<file path="src/core_sysreg_regs.vh">
`ifndef CORE_SYSREG_REGS_VH
`define CORE_SYSREG_REGS_VH
// ---------------------------------------------------------------
// register offsets in the register file
// ---------------------------------------------------------------
`define ADDR_CPL_CTRL        8'he6
`define ADDR_STATUS_FLAGS    8'he7
`define ADDR_WPTR_ZERO       8'he8
`define ADDR_WPTR_ONE        8'he9
`define ADDR_PAGE_SELECT     8'hea
`define ADDR_NESTED_CTRL     8'he1
// ---------------------------------------------------------------
// group boundaries
// ---------------------------------------------------------------
`define GROUP_D_HI           4'hd
`define GROUP_F_HI           4'hf
// ---------------------------------------------------------------
// status flag bit positions
// ---------------------------------------------------------------
`define FLAG_CARRY           7
`define FLAG_ZERO            6
`define FLAG_SIGN            5
`define FLAG_OVERFLOW        4
`define FLAG_BCD_KIND        3
`define FLAG_HALF            2
`define FLAG_RSVD            1
`define FLAG_DATA_SPACE      0
`define FLAGS_RESET          8'h00
`define FLAGS_WRITE_MASK     8'hfd
// ---------------------------------------------------------------
// pointer and page field layout
// ---------------------------------------------------------------
`define BLOCK_HI             7
`define BLOCK_LO             3
`define TWIN_BIT             2
`define PAGE_HI              7
`define PAGE_LO              2
`define CPL_LOWEST           3'h7
`define STACK_DEPTH          7
// ---------------------------------------------------------------
// alu operation codes
// ---------------------------------------------------------------
`define OP_NONE              4'h0
`define OP_ADD               4'h1
`define OP_SUB               4'h2
`define OP_LOGIC             4'h3
`define OP_INCDEC            4'h4
`define OP_SHIFT             4'h5
`define OP_DA                4'h6
`define OP_MULDIV            4'h7
`define OP_SCF               4'h8
`define OP_RCF               4'h9
`define OP_CCF               4'ha
`define OP_SDM               4'hb
`define OP_SPM               4'hc
`endif

</file>
<file path="src/core_sysreg.v">
// Function
// - current priority level is 3 bits, 000 highest, 111 lowest; gates preemption
// - on preemption the previous priority level is saved in nested control
// - flags pushed on interrupt entry, restored on return, up to seven deep
// - status flags hold eight bits, all zero after reset
// - carry is carry out of bit 7 or bit 15 for arithmetic ops
// - set, clear and invert carry touch no other flag
// - zero flag set when accumulator result is zero
// - sign flag copies bit 7 or bit 15 of the result
// - overflow set when signed result leaves its range
// - bcd kind flag records add versus subtract for decimal adjust
// - half carry records carry or borrow at bit 3; decimal adjust uses it
// - flag bit 0 selects data pointers for data, set and cleared by instructions
// - register file seen as 32 blocks of eight, 5-bit block number
// - single mode maps r0-r7 to the even block at or below the given number, r8-r15 to the odd block after it
// - twin mode maps r0-r7 by pointer zero, r8-r15 by pointer one
// - pointer zero: block in 7:3, mode in bit 2, bits 1:0 read zero
// - single set clears mode bit; twin sets set it and load a block
// - group d only reachable as working registers or via stack pointers
// - page pointer selects one of 64 pages of 16 into group f
// - page pointer not saved on interrupt entry
// - page number in bits 7:2, bits 1:0 forced zero
`timescale 1ns/1ps
`default_nettype none
`include "core_sysreg_regs.vh"
module core_sysreg #(
    parameter PAGE_COUNT = 64
) (
    // clock and reset
    input  wire        clock,
    input  wire        reset_n,
    // register access port
    input  wire [7:0]  reg_addr,
    input  wire        reg_wr,
    input  wire [7:0]  reg_wdata,
    output reg  [7:0]  reg_rdata,
    output reg         reg_addr_err,
    // alu result
    input  wire [3:0]  alu_op,
    input  wire        alu_word,
    input  wire [15:0] alu_a,
    input  wire [15:0] alu_b,
    input  wire [15:0] alu_result,
    input  wire        alu_carry,
    // pointer instructions
    input  wire        set_single_pointer_instr,
    input  wire        set_low_twin_pointer_instr,
    input  wire        set_high_twin_pointer_instr,
    input  wire        set_page_instr,
    input  wire [7:0]  instr_operand,
    // interrupt events
    input  wire        int_request,
    input  wire [2:0]  int_level,
    input  wire        int_return,
    // working register resolution
    input  wire [3:0]  work_reg_index,
    output reg  [7:0]  work_reg_addr,
    output reg  [5:0]  page_number,
    output reg         data_space_select_flag,
    output reg  [2:0]  current_priority,
    output reg         int_accept,
    output reg         stack_overflow
);
    // ---------------------------------------------------------------
    // state
    // ---------------------------------------------------------------
    reg  [7:0] status_flags;
    reg  [4:0] block_zero;
    reg  [4:0] block_one;
    reg        twin_mode_select;
    reg  [5:0] page_reg;
    reg  [2:0] cpl_reg;
    reg  [2:0] nested_interrupt_control;
    reg  [2:0] depth_reg;
    reg        pop_pending;
    wire [10:0] stack_rd;
    reg  [7:0] flags_next;

    wire [7:0] wptr_zero_view = {block_zero, twin_mode_select, 2'b00};
    wire [7:0] wptr_one_view  = {block_one, twin_mode_select, 2'b00};
    wire [7:0] page_view      = {page_reg, 2'b00};

    wire preempt = int_request && (int_level < cpl_reg)
                   && (depth_reg < `STACK_DEPTH);
    wire push    = preempt;
    wire pop     = int_return && (depth_reg != 3'h0);

    // ---------------------------------------------------------------
    // flag computation
    // ---------------------------------------------------------------
    function signed_ovf;
        input        word;
        input [15:0] a;
        input [15:0] b;
        input [15:0] r;
        input        sub;
        reg          sa, sb, sr;
        begin
            sa = word ? a[15] : a[7];
            sb = (word ? b[15] : b[7]) ^ sub;
            sr = word ? r[15] : r[7];
            signed_ovf = (sa == sb) && (sr != sa);
        end
    endfunction

    function top_bit;
        input        word;
        input [15:0] r;
        begin
            top_bit = word ? r[15] : r[7];
        end
    endfunction

    always @* begin
        flags_next = status_flags;
        case (alu_op)
            `OP_ADD, `OP_SUB: begin
                flags_next[`FLAG_CARRY]    = alu_carry;
                flags_next[`FLAG_ZERO]     = alu_word ? (alu_result == 16'h0000)
                                                      : (alu_result[7:0] == 8'h00);
                flags_next[`FLAG_SIGN]     = top_bit(alu_word, alu_result);
                flags_next[`FLAG_OVERFLOW] = signed_ovf(alu_word, alu_a, alu_b,
                                                        alu_result, alu_op == `OP_SUB);
                flags_next[`FLAG_BCD_KIND] = (alu_op == `OP_SUB);
                flags_next[`FLAG_HALF]     = alu_a[4] ^ alu_b[4] ^ alu_result[4];
            end
            `OP_SHIFT, `OP_DA, `OP_MULDIV: begin
                flags_next[`FLAG_CARRY]    = alu_carry;
                flags_next[`FLAG_ZERO]     = alu_word ? (alu_result == 16'h0000)
                                                      : (alu_result[7:0] == 8'h00);
                flags_next[`FLAG_SIGN]     = top_bit(alu_word, alu_result);
                flags_next[`FLAG_OVERFLOW] = top_bit(alu_word, alu_result)
                                             ^ top_bit(alu_word, alu_a);
            end
            `OP_LOGIC, `OP_INCDEC: begin
                flags_next[`FLAG_ZERO]     = alu_word ? (alu_result == 16'h0000)
                                                      : (alu_result[7:0] == 8'h00);
                flags_next[`FLAG_SIGN]     = top_bit(alu_word, alu_result);
                flags_next[`FLAG_OVERFLOW] = (alu_op == `OP_INCDEC) &&
                                             signed_ovf(alu_word, alu_a, 16'h0000,
                                                        alu_result, 1'b0);
            end
            `OP_SCF: flags_next[`FLAG_CARRY] = 1'b1;
            `OP_RCF: flags_next[`FLAG_CARRY] = 1'b0;
            `OP_CCF: flags_next[`FLAG_CARRY] = ~status_flags[`FLAG_CARRY];
            `OP_SDM: flags_next[`FLAG_DATA_SPACE] = 1'b1;
            `OP_SPM: flags_next[`FLAG_DATA_SPACE] = 1'b0;
            default: flags_next = status_flags;
        endcase
        // reserved position is never stored, whatever software writes
        flags_next[`FLAG_RSVD] = 1'b0;
    end

    // ---------------------------------------------------------------
    // saved flag and priority stack
    // ---------------------------------------------------------------
    flag_stack_mem #(
        .WIDTH (11),
        .DEPTH (`STACK_DEPTH),
        .AW    (3)
    ) u_stack (
        .clock   (clock),
        .wr_en   (push),
        .wr_addr (depth_reg),
        .wr_data ({nested_interrupt_control, status_flags}),
        .rd_addr (depth_reg - 3'h1),
        .rd_data (stack_rd)
    );

    // ---------------------------------------------------------------
    // sequential state
    // ---------------------------------------------------------------
    // pop takes two cycles because the stack read is registered
    always @(posedge clock) begin
        if (!reset_n) begin
            status_flags             <= `FLAGS_RESET;
            block_zero               <= 5'h00;
            block_one                <= 5'h00;
            twin_mode_select         <= 1'b0;
            page_reg                 <= 6'h00;
            cpl_reg                  <= `CPL_LOWEST;
            nested_interrupt_control <= `CPL_LOWEST;
            depth_reg                <= 3'h0;
            pop_pending              <= 1'b0;
            int_accept               <= 1'b0;
            stack_overflow           <= 1'b0;
        end else begin
            int_accept     <= preempt;
            stack_overflow <= int_request && (int_level < cpl_reg)
                              && (depth_reg == `STACK_DEPTH);
            pop_pending    <= pop;
            if (push) begin
                nested_interrupt_control <= cpl_reg;
                cpl_reg                  <= int_level;
                depth_reg                <= depth_reg + 3'h1;
                status_flags             <= flags_next;
            end else if (pop) begin
                depth_reg <= depth_reg - 3'h1;
            end else if (pop_pending) begin
                cpl_reg                  <= nested_interrupt_control;
                nested_interrupt_control <= stack_rd[10:8];
                status_flags             <= stack_rd[7:0] & `FLAGS_WRITE_MASK;
            end else if (reg_wr && reg_addr == `ADDR_STATUS_FLAGS) begin
                status_flags <= reg_wdata & `FLAGS_WRITE_MASK;
            end else begin
                status_flags <= flags_next;
            end
            if (reg_wr && reg_addr == `ADDR_CPL_CTRL && !push && !pop_pending) begin
                cpl_reg <= reg_wdata[2:0];
            end
            if (reg_wr && reg_addr == `ADDR_NESTED_CTRL && !push && !pop_pending) begin
                nested_interrupt_control <= reg_wdata[2:0];
            end
            if (set_single_pointer_instr) begin
                block_zero       <= instr_operand[4:0];
                twin_mode_select <= 1'b0;
            end else if (set_low_twin_pointer_instr) begin
                block_zero       <= instr_operand[4:0];
                twin_mode_select <= 1'b1;
            end else if (set_high_twin_pointer_instr) begin
                block_one        <= instr_operand[4:0];
                twin_mode_select <= 1'b1;
            end else if (reg_wr && reg_addr == `ADDR_WPTR_ZERO) begin
                block_zero       <= reg_wdata[`BLOCK_HI:`BLOCK_LO];
                twin_mode_select <= reg_wdata[`TWIN_BIT];
            end else if (reg_wr && reg_addr == `ADDR_WPTR_ONE) begin
                block_one        <= reg_wdata[`BLOCK_HI:`BLOCK_LO];
                twin_mode_select <= reg_wdata[`TWIN_BIT];
            end
            // page pointer is left alone by interrupt entry and return
            if (set_page_instr) begin
                page_reg <= instr_operand[5:0];
            end else if (reg_wr && reg_addr == `ADDR_PAGE_SELECT) begin
                page_reg <= reg_wdata[`PAGE_HI:`PAGE_LO];
            end
        end
    end

    // ---------------------------------------------------------------
    // read port and registered outputs
    // ---------------------------------------------------------------
    reg [7:0] rd_mux;
    reg       rd_err;
    reg [4:0] sel_block;

    always @* begin
        rd_err = 1'b0;
        case (reg_addr)
            `ADDR_STATUS_FLAGS: rd_mux = status_flags;
            `ADDR_WPTR_ZERO:    rd_mux = wptr_zero_view;
            `ADDR_WPTR_ONE:     rd_mux = wptr_one_view;
            `ADDR_PAGE_SELECT:  rd_mux = page_view;
            `ADDR_CPL_CTRL:     rd_mux = {5'h00, cpl_reg};
            `ADDR_NESTED_CTRL:  rd_mux = {5'h00, nested_interrupt_control};
            default: begin
                rd_mux = 8'h00;
                // group d has no direct address
                rd_err = (reg_addr[7:4] == `GROUP_D_HI);
            end
        endcase
        if (twin_mode_select) begin
            sel_block = work_reg_index[3] ? block_one : block_zero;
        end else begin
            sel_block = {block_zero[4:1], work_reg_index[3]};
        end
    end

    always @(posedge clock) begin
        if (!reset_n) begin
            reg_rdata              <= 8'h00;
            reg_addr_err           <= 1'b0;
            work_reg_addr          <= 8'h00;
            page_number            <= 6'h00;
            data_space_select_flag <= 1'b0;
            current_priority       <= `CPL_LOWEST;
        end else begin
            reg_rdata              <= rd_mux;
            reg_addr_err           <= rd_err;
            work_reg_addr          <= {sel_block, work_reg_index[2:0]};
            // page numbers beyond those fitted report page zero
            page_number            <= (page_reg < PAGE_COUNT) ? page_reg : 6'h00;
            data_space_select_flag <= status_flags[`FLAG_DATA_SPACE];
            current_priority       <= cpl_reg;
        end
    end
endmodule // core_sysreg
`default_nettype wire

</file>
<file path="src/flag_stack_mem.v">
`timescale 1ns/1ps
`default_nettype none
// ---------------------------------------------------------------
// small stack memory for saved flags and priority levels
// ---------------------------------------------------------------
module flag_stack_mem #(
    parameter WIDTH = 11,
    parameter DEPTH = 7,
    parameter AW    = 3
) (
    // clock
    input  wire             clock,
    // write port
    input  wire             wr_en,
    input  wire [AW-1:0]    wr_addr,
    input  wire [WIDTH-1:0] wr_data,
    // read port
    input  wire [AW-1:0]    rd_addr,
    output reg  [WIDTH-1:0] rd_data
);
    reg [WIDTH-1:0] mem [0:DEPTH-1];

    always @(posedge clock) begin
        if (wr_en) begin
            mem[wr_addr] <= wr_data;
        end
        rd_data <= mem[rd_addr];
    end
endmodule // flag_stack_mem
`default_nettype wire

</file>
<file path="config.mk">
export PLATFORM = sky130hd
export DESIGN_NAME = core_sysreg
export DESIGN_NICKNAME = d
export VERILOG_FILES = /design/src/core_sysreg.v /design/src/flag_stack_mem.v
export VERILOG_INCLUDE_DIRS = /design/src
export SDC_FILE = /design/constraint.sdc
export NUM_CORES = 1
export LEC_CHECK = 0
export BUFFER_PORTS_ARGS = -buffer_cell sky130_fd_sc_hd__clkbuf_2
export CELL_PAD_IN_SITES_DETAIL_PLACEMENT = 0
export CELL_PAD_IN_SITES_GLOBAL_PLACEMENT = 1
export CORE_MARGIN = 8
export CORE_UTILIZATION = 46
export DETAILED_ROUTE_END_ITERATION = 7
export PLACE_DENSITY_LB_ADDON = 0.1
export SYNTH_ARGS = -nofsm -noshare
export SYNTH_HDL_FRONTEND = slang
export SYNTH_SLANG_ARGS = --single-unit
</file>
<file path="constraint.sdc">
create_clock -name clock -period 7.5 [get_ports clock]
set_input_delay 0.75 -clock clock [delete_from_list [all_inputs] [get_ports clock]]
set_output_delay 0.75 -clock clock [all_outputs]
set_load 0.01 [all_outputs]
</file>
**After elaboration in Yosys (flattened, before gate mapping)**

Memory sizes are Yosys's and may differ from the RTL's. A register that Yosys moved wholly into a read port is not among the register bits.
Index checks and enable logic that the tools add are counted.

- Register bits: 64
- RAM bits: 77
- Bits of input ports: 94
- Word-level logic and storage cells: 139
- Memories kept: 1

- Add/subtract/negate cells: 2
- Order comparisons: 2
- Equal/unequal tests: 27
- Multiplexer cells: 40
- Bitwise gates (word level): 9
- Reduce and logical (&&, ||, !) cells: 40

Memories:

| name | words | width | rd ports | clocked after memory_dff | write ports | RTL line | source |
|---|---|---|---|---|---|---|---|
| u_stack.mem | 7 | 11 | 1 | 1 | 1 | flag_stack_mem.v:21 | `reg [WIDTH-1:0] mem [0:DEPTH-1];` |

Operators with widths:

| cell | count |
|---|---|
| 8-bit equality test (second input constant) | 6 |
| 8-bit case mux with 6 select lines | 1 |
| 5-bit two-way mux | 9 |
| 8-bit two-way mux | 4 |
| 3-bit two-way mux | 10 |
| 4-bit equality test (second input constant) | 6 |
| 1-bit logical AND | 17 |
| 4-bit by 3-bit equality test with 1-bit output (second input constant) | 4 |
| 16-bit logical NOT | 1 |
| 6-bit two-way mux | 2 |
| 3-bit nonzero test | 4 |
| 1-bit two-way mux | 10 |
| 3-bit case mux with 3 select lines | 1 |
| 4-bit by 2-bit equality test with 1-bit output (second input constant) | 2 |
| 8-bit logical NOT | 1 |
| 2-bit OR reduction | 4 |
| 7-bit OR reduction | 1 |
| 3-bit by 2-bit inequality test with 1-bit output (second input constant) | 2 |
| 2-bit AND reduction | 3 |
| 2-bit nonzero test | 3 |
| 1-bit inverter | 5 |
| 5-bit OR reduction | 1 |
| 4-bit by 1-bit equality test with 1-bit output (second input constant) | 1 |
| 2-bit inequality test (second input constant) | 2 |
| other kinds (16) | 20 |

**Depth between registers and ports, before layout**

Gate-level depths: netlist (run 1).

- Depth after elaboration: 9
- Gate-level depth with buffers: 12
- Gate-level depth less buffers: 8

**By module**

Synthesis (run 1) repeated with hierarchy kept, for this count alone.

- Cell total of the unflattened synthesis: 564
- Area total of the unflattened synthesis: 6777.8 µm²

By module, submodules not included:

| module | times used | cells an instance | area an instance (µm²) |
|---|---|---|---|
| flag_stack_mem | 1 | 177 | 3412.0 |
| core_sysreg | 1 | 387 | 3365.7 |

**Worst setup path before layout (run 1)**

Ideal clock, no wire load.

- Path type: input port to flip-flop
- Start point: in int_level[1]
- End point: mem u_stack.mem[0][0] (enable)
- Arrival: 2223 ps
- Data required time: 7110 ps
- Slack: 4887 ps
- Stages: 6
- Cell sequence: ha_1 > o21ai_0 > o21ai_1 > inv_1 > nand2_1 > nor3_1

- Cells in the longest elaborated chain, start to end: 5

Ends and longest elaborated chain:

| item | RTL line | source |
|---|---|---|
| from (decl) | core_sysreg.v:53 | `input wire [2:0] int_level,` |
| 3-bit less-than comparator | core_sysreg.v:83 | `wire preempt = int_request && (int_level < cpl_reg)` |
| 1-bit logical AND (2 in series) | core_sysreg.v:83 |  |
| 1-bit two-way mux | flag_stack_mem.v:24 | `if (wr_en) begin` |
| 1-bit two-way mux (implied by the code) | flag_stack_mem.v:25 | `mem[wr_addr] <= wr_data;` |
| to (decl) | flag_stack_mem.v:21 |  |

No other way between the ends.

**Final worst setup path (run 1)**

- Start point: reg cpl_reg[1]
- End point: mem u_stack.mem[3][6] (enable)

- Cells in the longest elaborated chain, start to end: 5

Ends and longest elaborated chain:

| item | RTL line | source |
|---|---|---|
| from (decl) | core_sysreg.v:72 | `reg [2:0] cpl_reg;` |
| from (signal assigned) | core_sysreg.v:181 | `` cpl_reg <= `CPL_LOWEST; `` |
| from (signal assigned) | core_sysreg.v:194 | `cpl_reg <= int_level;` |
| from (signal assigned) | core_sysreg.v:200 | `cpl_reg <= nested_interrupt_control;` |
| 3-bit less-than comparator | core_sysreg.v:83 |  |
| 1-bit logical AND (2 in series) | core_sysreg.v:83 |  |
| 1-bit two-way mux | flag_stack_mem.v:24 |  |
| 1-bit two-way mux (implied by the code) | flag_stack_mem.v:25 |  |

No other way between the ends.

==> reports/results.txt, run 1 <==
Initial core utilization -> 46.9%
Largest net degree at the start of global routing -> 34
Initial DRC Count -> 435
Initial antenna violation count -> 0
Mapped Nets -> 653
Setup TNS -> 0 ns
Clock Latency Late Sink -> 0.42 ns
Seq/Total Area, Yosys -> 57.4%
Avg Synthesized Cell Area -> 11.3 sq um
VDD IR-drop max -> 0.195 mV
CTS Sinks -> 143
Fin. Hold Viols -> 0
Crit share post-route -> 34.9%
Final WL -> 15.8 mm
Slew Limit Fails -> 0
Total power per unit cell area -> 351 mW/mm^2
R2R cell count -> 7
Leak -> 2.85 nW
Share of cells above drive strength 1 -> 23.5%
Area growth from synthesis to layout -> 19.5%
Congestion Overflow GR -> 0
Post-DP HPWL -> 11.2 mm
Post-synth EDFFs -> 70
CTS tree -> yes
Synth area leader -> edfxtp_1
Yosys warns -> 0
Final Cell Area -> 0.00742 sq mm
Vias -> 4669
Routability cong. -> 0.809
Most used DFF post-synth -> dfxtp_1
Synth unique cells -> 62
Multi-input gate area -> 0.00251 sq mm
Yosys reg bits -> 143
Max-Cap Viols -> 0
Drt via density -> 5.64
Status -> complete, no violations
Fin nets -> 740
Number of global-route vias before repair -> 4826
Largest register FFs -> 70
Post-CTS Setup Inserts -> 0
Chip height -> 132 um
Die X-Extent -> 132 um
Setup CP Type -> reg -> reg
Utilization after layout -> 56.1%
Post-Layout Cell Count -> 828
Rows -> 42
Ys async rst share -> 0%
CTS root buffer -> clkbuf_16
RSZ-0062 raised after global routing -> no
Hold Crit Class -> reg -> reg
Gr usage total -> 18.8%
Crit end category -> register
Core Region -> 0.0132 sq mm
Max Fclk -> 382 MHz
Crit path DAT -> 2.65 ns
Mapped Cells -> 552
Buffers on Ports -> 94
Commonest non-fill, non-tap cell in the layout -> clkbuf_2
ANT cells -> 0
TritonRoute pass-1 iters -> 7
Hold_buf cts -> 0
Fillers -> 1174
Post-route ant nets -> 0
Slew margin rel. -> 23.7%
Clock skew -> 0.00975 ns
Clock tree buffer depth -> 2
Post-placement cell count -> 796
Final min period -> 2.61 ns
DR WL/cell -> 19.0 um
Total power -> 2.60 mW
Final setup vio count -> 0
First-pass GRT wire length -> 25.9 mm
CTS H-tree depth -> 4
Worst-path clk slew -> 0.06 ns
Synth Cell Area -> 0.00621 sq mm
Drt drc -> 0
Worst slew pin tran -> 1.14 ns
Worst Hold Depth -> 1
Nature of the critical path startpoint -> register
Post_cts resized -> 0
Largest Register -> u_stack.mem
Placed Area -> 0.00683 sq mm
FF/Latch Area -> 0.00356 sq mm
CP max FO -> 10
Most frequent cells in the layout -> clkbuf_2, dfxtp_1, edfxtp_1
Full die area -> 0.0175 sq mm
Num ports -> 123
Req. time, crit path -> 7.53 ns
Synth top area share -> 33.8%
CTS buffer count -> 17
Biggest regs -> u_stack.mem (70), u_stack.rd_data (10)
Top cells by area, synth -> edfxtp_1, dfxtp_1, mux2i_1, mux4_2, nand2_1
[synthesized netlist by cell type (4+ instances only)]
library cell and n:
nand2_1 58, o211ai_1 4, buf_2 8, nor3_1 11
a31oi_1 5, inv_1 10, mux4_2 10, dfxtp_1 73
o21ai_0 22, nor2b_1 6, a311oi_1 5, nand2b_1 7
and3_1 7, nor4_1 6, and2_1 11, a21oi_1 35
edfxtp_1 70, ha_1 7, xnor2_1 4, a221oi_1 5
mux2i_1 33, buf_1 4, nor2_1 49, clkbuf_1 18
nand3_1 13, a211oi_1 14, a22oi_1 6, o21ai_1 6
[worst max-delay path: stages, from the launching register on]
cell and delay, ns:
dfxtp_1 0.41, inv_1 0.08, ha_1 0.20, nor3b_1 0.27
o21ai_1 0.14, inv_1 0.12, nand2_1 0.11, nor2_1 0.92
[where the power goes]
group          switching, mW  total (mW)  internal, mW
clock network          0.326       0.833         0.507
registers              0.112        1.09         0.975
logic                  0.406       0.683         0.277
[routing by layer]
layer	part of all wire (%)	vias up	track usage, %
met5	0	-	0
met4	1.6	0	6.94
met3	5.2	18	5.07
met2	46	154	28.8
met1	47	2255	25.0
li1	-	2242	-
[area by class of cell]
| cell class | count | area share (%) |
|---|---|---|
| clock buffers | 22 | 6.69 |
| clock inverters | 10 | 1.30 |
| multi-input cells | 369 | 33.8 |
| flip-flops and latches | 143 | 48.0 |
| repair buffers | 98 | 6.74 |
| inverters | 10 | 0.506 |
| well taps | 176 | 2.97 |
[logic make-up (layout without fill, tap and decap cells)]
group | Yosys count | in the layout | share of synthesized area, %
flip-flops | 143 | 143 | 57.4
buffers and inverters | 40 | 140 | 2.58
AO/OA/AOI/OAI | 125 | 125 | 13.2
AND/OR/NAND/NOR | 185 | 185 | 15.1
XOR/XNOR | 7 | 7 | 0.987
adder cells (fa/ha/maj) | 7 | 7 | 1.41
multiplexers | 45 | 45 | 9.31
[stage by stage]
| step | hold WS, ns | setup slack [ns] |
|---|---|---|
| detailed placement | 0.482 | 4.47 |
| CTS | 0.495 | 4.86 |
| finish | 0.493 | 4.89 |
| floorplan | 0.446 | 4.89 |
| global placement | 0.477 | 4.55 |
| global route | 0.513 | 4.69 |
[final timing paths]
| path | to | slack, ns | from |
|---|---|---|---|
| max | u_stack.mem[3][6] | 4.89 | cpl_reg[1] |
| min | page_number[4] | 0.49 | page_reg[4] |
| max reg2reg | u_stack.mem[3][6] | 4.89 | cpl_reg[1] |
| min reg2reg | page_number[4] | 0.49 | page_reg[4] |
(Power assumes the default switching activity.)
==> run 2: changes to the inputs <==
- ABC_AREA: default -> 1
- CORE_UTILIZATION: 46 -> 37
- clock period: 7.5 -> 2.25 ns (I/O delays scaled with it)
==> run 2 against run 1 <==
Effect of this change:
- routed wire length up 12%
- critical path depth up 2
- clock power rose to 3.1 times the previous value
- via count increased by 15%
- sequential power rose to 3.3 times the previous value
- clock skew up 0.0023 ns
- setup slack lost 4.7 ns
- core utilization decreased by 10 points
- global-route usage is 2.2 points lower
- combinational power rose to 3.8 times the previous value
- synthesized area is 3.0% higher
- synthesized cell count up 32%
- critical path type unchanged
==> reports/results.txt, run 2 <==
Post-route ant nets -> 0
Power share of the sequential group -> 40.6%
Ys async rst share -> 0%
Full die area -> 0.0218 sq mm
Commonest non-fill, non-tap cell in the layout -> nand2_1
Clock skew -> 0.0121 ns
Cell Chain, Critical Path -> inv_1 > ha_1 > a21boi_1 > o21ai_2 > nand4_4 > inv_2 > nand2_1 > nor2_1 > buf_4
Congestion Overflow GR -> 0
CTS Sinks -> 143
Comb pwr share -> 29.4%
First-pass GRT wire length -> 28.3 mm
Post-DP HPWL -> 12.9 mm
Post-Layout Cell Count -> 1085
Synth top area share -> 32.9%
Req. time, crit path -> 2.36 ns
Hold Crit Class -> in -> reg
Final setup vio count -> 0
Vias -> 5376
Net Sw Power -> 3.01 mW
Area fraction in compound gates after synthesis -> 14.8%
Most frequent cells in the layout -> nand2_1, nor2_1, clkbuf_2
CTS H-tree depth -> 4
CTS buffer count -> 17
Fin. Hold Viols -> 0
Clock tree buffer depth -> 2
Total power per unit cell area -> 1120 mW/mm^2
Yosys warns -> 0
Final min period -> 2.09 ns
Adder-Cell Fraction of Synth Area -> 1.37%
Avg Synthesized Cell Area -> 8.79 sq um
Nature of the critical path startpoint -> register
RSZ-0062 raised after global routing -> no
Num ports -> 123
Synth unique cells -> 45
Most used DFF post-synth -> dfxtp_1
Buffers on Ports -> 94
Initial antenna violation count -> 0
CTS root buffer -> clkbuf_16
Hold WS -> 0.0375 ns
Share of cells above drive strength 1 -> 22.6%
Sw frac -> 34.4%
Rows -> 48
DR WL/cell -> 16.2 um
Worst path max stage delay -> 0.34 ns
Crit path DAT -> 2.20 ns
Seq/Total Area, Yosys -> 55.7%
Die X-Extent -> 147 um
Post-synthesis mux area share -> 0%
DR WL met2 -> 8.77 mm
Total power -> 8.75 mW
Status -> complete, no violations
Largest Register -> u_stack.mem
Synth Cell Area -> 0.00640 sq mm
Number of global-route vias before repair -> 5423
Crit end category -> register
Area growth from synthesis to layout -> 22.6%
Drt drc -> 0
Leak -> 3.36 nW
Top cells by area, synth -> edfxtp_1, dfxtp_1, nand2_1, nor2_1, o21ai_0
Most common cell in the netlist -> nand2_1
Core Region -> 0.0171 sq mm
CP max-delay cell -> dfxtp_1
Synth top cells by count -> nand2_1, nor2_1, dfxtp_1
Met3 wire length -> 814 um
Post-synth EDFFs -> 70
Pint -> 5.74 mW
Final WL -> 17.6 mm
Initial core utilization -> 37.4%
Met1 wire length -> 7.86 mm
Max-Cap Viols -> 0
Worst slew pin tran -> 0.739 ns
Routability cong. -> 0.839
Top Metal Used -> met4
Slew margin rel. -> 50.6%
Synth Area in Simple Gates -> 21.8%
Synth area leader -> edfxtp_1
Crit share post-route -> 93.0%
Yosys reg bits -> 143
Combinational family with the most area after synthesis -> simple AND/OR/NAND/NOR gates
TritonRoute pass-1 iters -> 5
Setup CP Type -> reg -> reg
Clock Latency Late Sink -> 0.42 ns
Slew Limit Fails -> 0
Initial DRC Count -> 264
Drt via density -> 4.95
Clock network fraction of total power -> 30.0%
Biggest regs -> u_stack.mem (70), u_stack.rd_data (10)
Gr usage total -> 16.6%
Largest net degree at the start of global routing -> 38
Mapped Nets -> 829
Worst-path clk slew -> 0.06 ns
ANT cells -> 0
Fin nets -> 948
Xor-xnor portion of the synthesized cell area -> 0.274%
Post-placement cell count -> 1042
Max Fclk -> 478 MHz
Largest register FFs -> 70
CP max FO -> 10
Chip height -> 147 um
Mapped Cells -> 728
VDD IR-drop max -> 0.574 mV
CTS tree -> yes
==> run 2: changes by cell type in the layout (fill, tap and decap cells not counted), sizes merged, moves of 10 or more <==
| cell | previous run | this run |
|---|---|---|
| a21oi | 36 | 25 |
| a31oi | 5 | 21 |
| and2 | 11 | 0 |
| buf | 4 | 27 |
| inv | 13 | 73 |
| mux2i | 33 | 0 |
| mux4 | 10 | 0 |
| nand2 | 58 | 169 |
| nor2 | 50 | 103 |
| o21ai | 28 | 78 |
| o22ai | 0 | 11 |
==> run 2: metal layers <==
metal,global-route usage (%),vias to the layer above
met1,20.3,2520
li1,-,2703
met3,3.49,14
met4,5.51,0
met2,28.5,139
met5,0,-
==> run 2: repair_timing <==
action                     4_1_cts  5_1_grt
hold endpoints to repair         4        0
hold buffers                     4        0
buffers inserted                 0        7
setup endpoints to repair        0       43
gates resized for setup          0        2
==> run 2: cell families (layout without fill, tap and decap cells) <==
family                     count (synthesis)  in the layout
DFF                                      143            143
AOI/OAI and AO/OA                        159            159
and+or+nand+nor                          316            316
adders and majority gates                  7              7
xor gates and xnor gates                   2              2
buffers and inverters                    101            233
==> run 2: stage by stage <==
stage	TNS (ns)	cell area [sq um]	utilization, %	worst slack (ns)
after CTS	0	7780	45.5	0.0999
after detailed placement	0	7190	42.0	0.123
after global placement	0	7190	42.0	0.175
after global routing	0	7840	45.8	0.0117
final	0	7840	45.8	0.158
after floorplan	-0.857	6400	-	-0.0214
==> run 2: power groups by stage <==
stage                     combinational [mW]  clock (mW)  sequential [mW]
after floorplan                         1.63           0             3.48
final                                   2.57        2.62             3.55
after global routing                    2.92        2.80             3.60
after global placement                  2.42           0             3.59
after CTS                               2.46        2.67             3.55
after detailed placement                2.43           0             3.59
==> run 2: area by class of cell <==
type	instances	area, sq um
inverters	76	289
fillers	1703	9280
repair buffers	125	717
multi-input cells	484	2440
flip-flops and latches	143	3560
well taps	225	282
clock buffers	20	437
clock inverters	12	110
==> run 2: worst max-delay path, delay by kind of cell (launching register included) <==
family | cells | cell delay (ns)
buf+inv | 3 | 0.43
fa+ha+maj | 1 | 0.28
simple gates | 3 | 0.42
flops | 1 | 0.34
compound gates | 2 | 0.32
==> run 2: path summary, 6_finish.rpt <==
| check | cells past startpoint | from | to | slack [ns] |
|---|---|---|---|---|
| setup / recovery | 9 | cpl_reg[1] | u_stack.mem[2][6] | 0.16 |
| hold / removal | 3 | reg_addr[4] | reg_addr_err | 0.04 |
| setup reg to reg | 9 | cpl_reg[1] | u_stack.mem[2][6] | 0.16 |
| hold reg to reg | 2 | page_reg[1] | page_number[1] | 0.46 |
==> run 3: changes to the inputs <==
- CORE_MARGIN: 8 -> 3
- CORE_UTILIZATION: 37 -> 41
- clock period: 2.25 -> 2.2 ns (I/O delays scaled with it)
==> run 3 against run 2 <==
Effect of this change:
- worst hold slack lost 0.0089 ns
- power up 6.2%
- global-route usage rose by 3.7 points
- maximum frequency grew 2.6%
- setup slack improved by 0.0032 ns
- final cell count down 1.6%
- sequential share of layout area shrank 0.47 points
- largest power group unchanged
==> reports/results.txt, run 3 (synthesis results as in run 2) <==
Hold WS -> 0.0286 ns
Num ports -> 123
Largest register FFs -> 70
Slew margin rel. -> 52.4%
DR WL/cell -> 15.6 um
Rows -> 45
Final setup vio count -> 0
Leak -> 3.40 nW
Most frequent cells in the layout -> nand2_1, nor2_1, clkbuf_2
Chip height -> 131 um
Biggest regs -> u_stack.mem (70), u_stack.rd_data (10)
Req. time, crit path -> 2.33 ns
TritonRoute pass-1 iters -> 5
Power share of the sequential group -> 38.9%
ANT cells -> 0
Full die area -> 0.0171 sq mm
Total power per unit cell area -> 1170 mW/mm^2
Largest net degree at the start of global routing -> 38
Initial core utilization -> 41.9%
CTS H-tree depth -> 4
Net Sw Power -> 3.05 mW
Worst slew pin tran -> 0.711 ns
Congestion Overflow GR -> 0
Drt drc -> 0
Crit path DAT -> 2.16 ns
Vias -> 5326
VDD IR-drop max -> 0.749 mV
RSZ-0062 raised after global routing -> no
CTS root buffer -> clkbuf_16
Post-route ant nets -> 0
Comb pwr share -> 27.8%
Status -> complete, no violations
Crit end category -> register
CP max-delay cell -> dfxtp_1
Setup CP Type -> reg -> reg
Fillers -> 1454
Largest Register -> u_stack.mem
Hold Crit Class -> in -> reg
Crit share post-route -> 92.7%
Final min period -> 2.04 ns
Routability cong. -> 0.841
Fin. Hold Viols -> 0
Buffers on Ports -> 94
Nature of the critical path startpoint -> register
Share of cells above drive strength 1 -> 23.0%
CTS tree -> yes
Core Region -> 0.0153 sq mm
Die X-Extent -> 131 um
First-pass GRT wire length -> 26.5 mm
Clock tree buffer depth -> 2
Max-Cap Viols -> 0
Sw frac -> 32.8%
Post-CTS Setup Inserts -> 0
Clock skew -> 0.00544 ns
Pint -> 6.24 mW
Commonest non-fill, non-tap cell in the layout -> nand2_1
Initial antenna violation count -> 0
Fin nets -> 945
Drt via density -> 4.99
Clock Latency Late Sink -> 0.42 ns
Number of global-route vias before repair -> 5101
Area growth from synthesis to layout -> 23.9%
CTS Sinks -> 143
Total power -> 9.29 mW
Max Fclk -> 491 MHz
Clock network fraction of total power -> 33.4%
Post-DP HPWL -> 12.3 mm
Final WL -> 16.7 mm
Initial DRC Count -> 284
Worst-path clk slew -> 0.06 ns
Worst path max stage delay -> 0.37 ns
Slew Limit Fails -> 0
CP max FO -> 7
CTS buffer count -> 17
Cell Chain, Critical Path -> inv_1 > ha_1 > a21boi_1 > o21ai_2 > nand4_4 > inv_4 > nand2_2 > nor2_2 > buf_6
Gr usage total -> 20.2%
-- run 3: area by class of cell --
class / count / area, sq um / area share, %
well taps: 211 / 264 / 3.33
repair buffers: 122 / 702 / 8.86
clock buffers: 17 / 425 / 5.37
multi-input cells: 484 / 2460 / 31.1
flip-flops and latches: 143 / 3560 / 45.0
inverters: 76 / 288 / 3.63
clock inverters: 15 / 218 / 2.75
-- run 3: repair_timing --
item	4_1_cts	5_1_grt
resized for setup	0	10
hold endpoints to repair	4	0
hold buffers	4	0
endpoints found under the setup margin	0	35
-- run 3: through the flow --
stage | util [%] | instance area (sq um) | instances | setup TNS (ns) | worst slack (ns)
2_1_floorplan | - | 6400 | 728 | -2.86 | -0.0714
3_3_place_gp | 47.2 | 7210 | 1032 | 0 | 0.140
3_5_place_dp | 47.2 | 7210 | 1032 | 0 | 0.0802
4_1_cts | 51.7 | 7890 | 1068 | 0 | 0.0508
5_1_grt | 51.9 | 7920 | 1068 | 0 | 0.00889
6_report | 51.9 | 7920 | 1068 | 0 | 0.162
-- run 3: worst paths after layout --
check                           end  slack (ns)  depth (start not counted)        start
setup / recovery  u_stack.mem[6][2]        0.16                          9   cpl_reg[1]
hold reg to reg      page_number[1]        0.46                          2  page_reg[1]
setup reg to reg  u_stack.mem[6][2]        0.16                          9   cpl_reg[1]
hold / removal         reg_addr_err        0.03                          3  reg_addr[4]
-- run 3: routing by layer --
layer | global-route usage [%] | part of all wire [%]
met1 | 27.0 | 47
met2 | 32.6 | 48
met3 | 4.47 | 4.2
met4 | 7.26 | 1.4
met5 | 0 | 0
-- run 3: worst max-delay path: cells and delay by family (launching register included) --
family / cells / cell delay, ns
simple gates: 3 / 0.41
buf+inv: 3 / 0.37
compound gates: 2 / 0.34
fa+ha+maj: 1 / 0.26
flops: 1 / 0.37
-- run 3: power by group through the flow --
stage | sequential, mW | combinational [mW] | clock, mW
finish | 3.61 | 2.58 | 3.10
CTS | 3.62 | 2.57 | 3.16
global route | 3.66 | 2.90 | 3.26
floorplan | 3.56 | 1.66 | 0
detailed placement | 3.66 | 2.54 | 0
global placement | 3.64 | 2.51 | 0
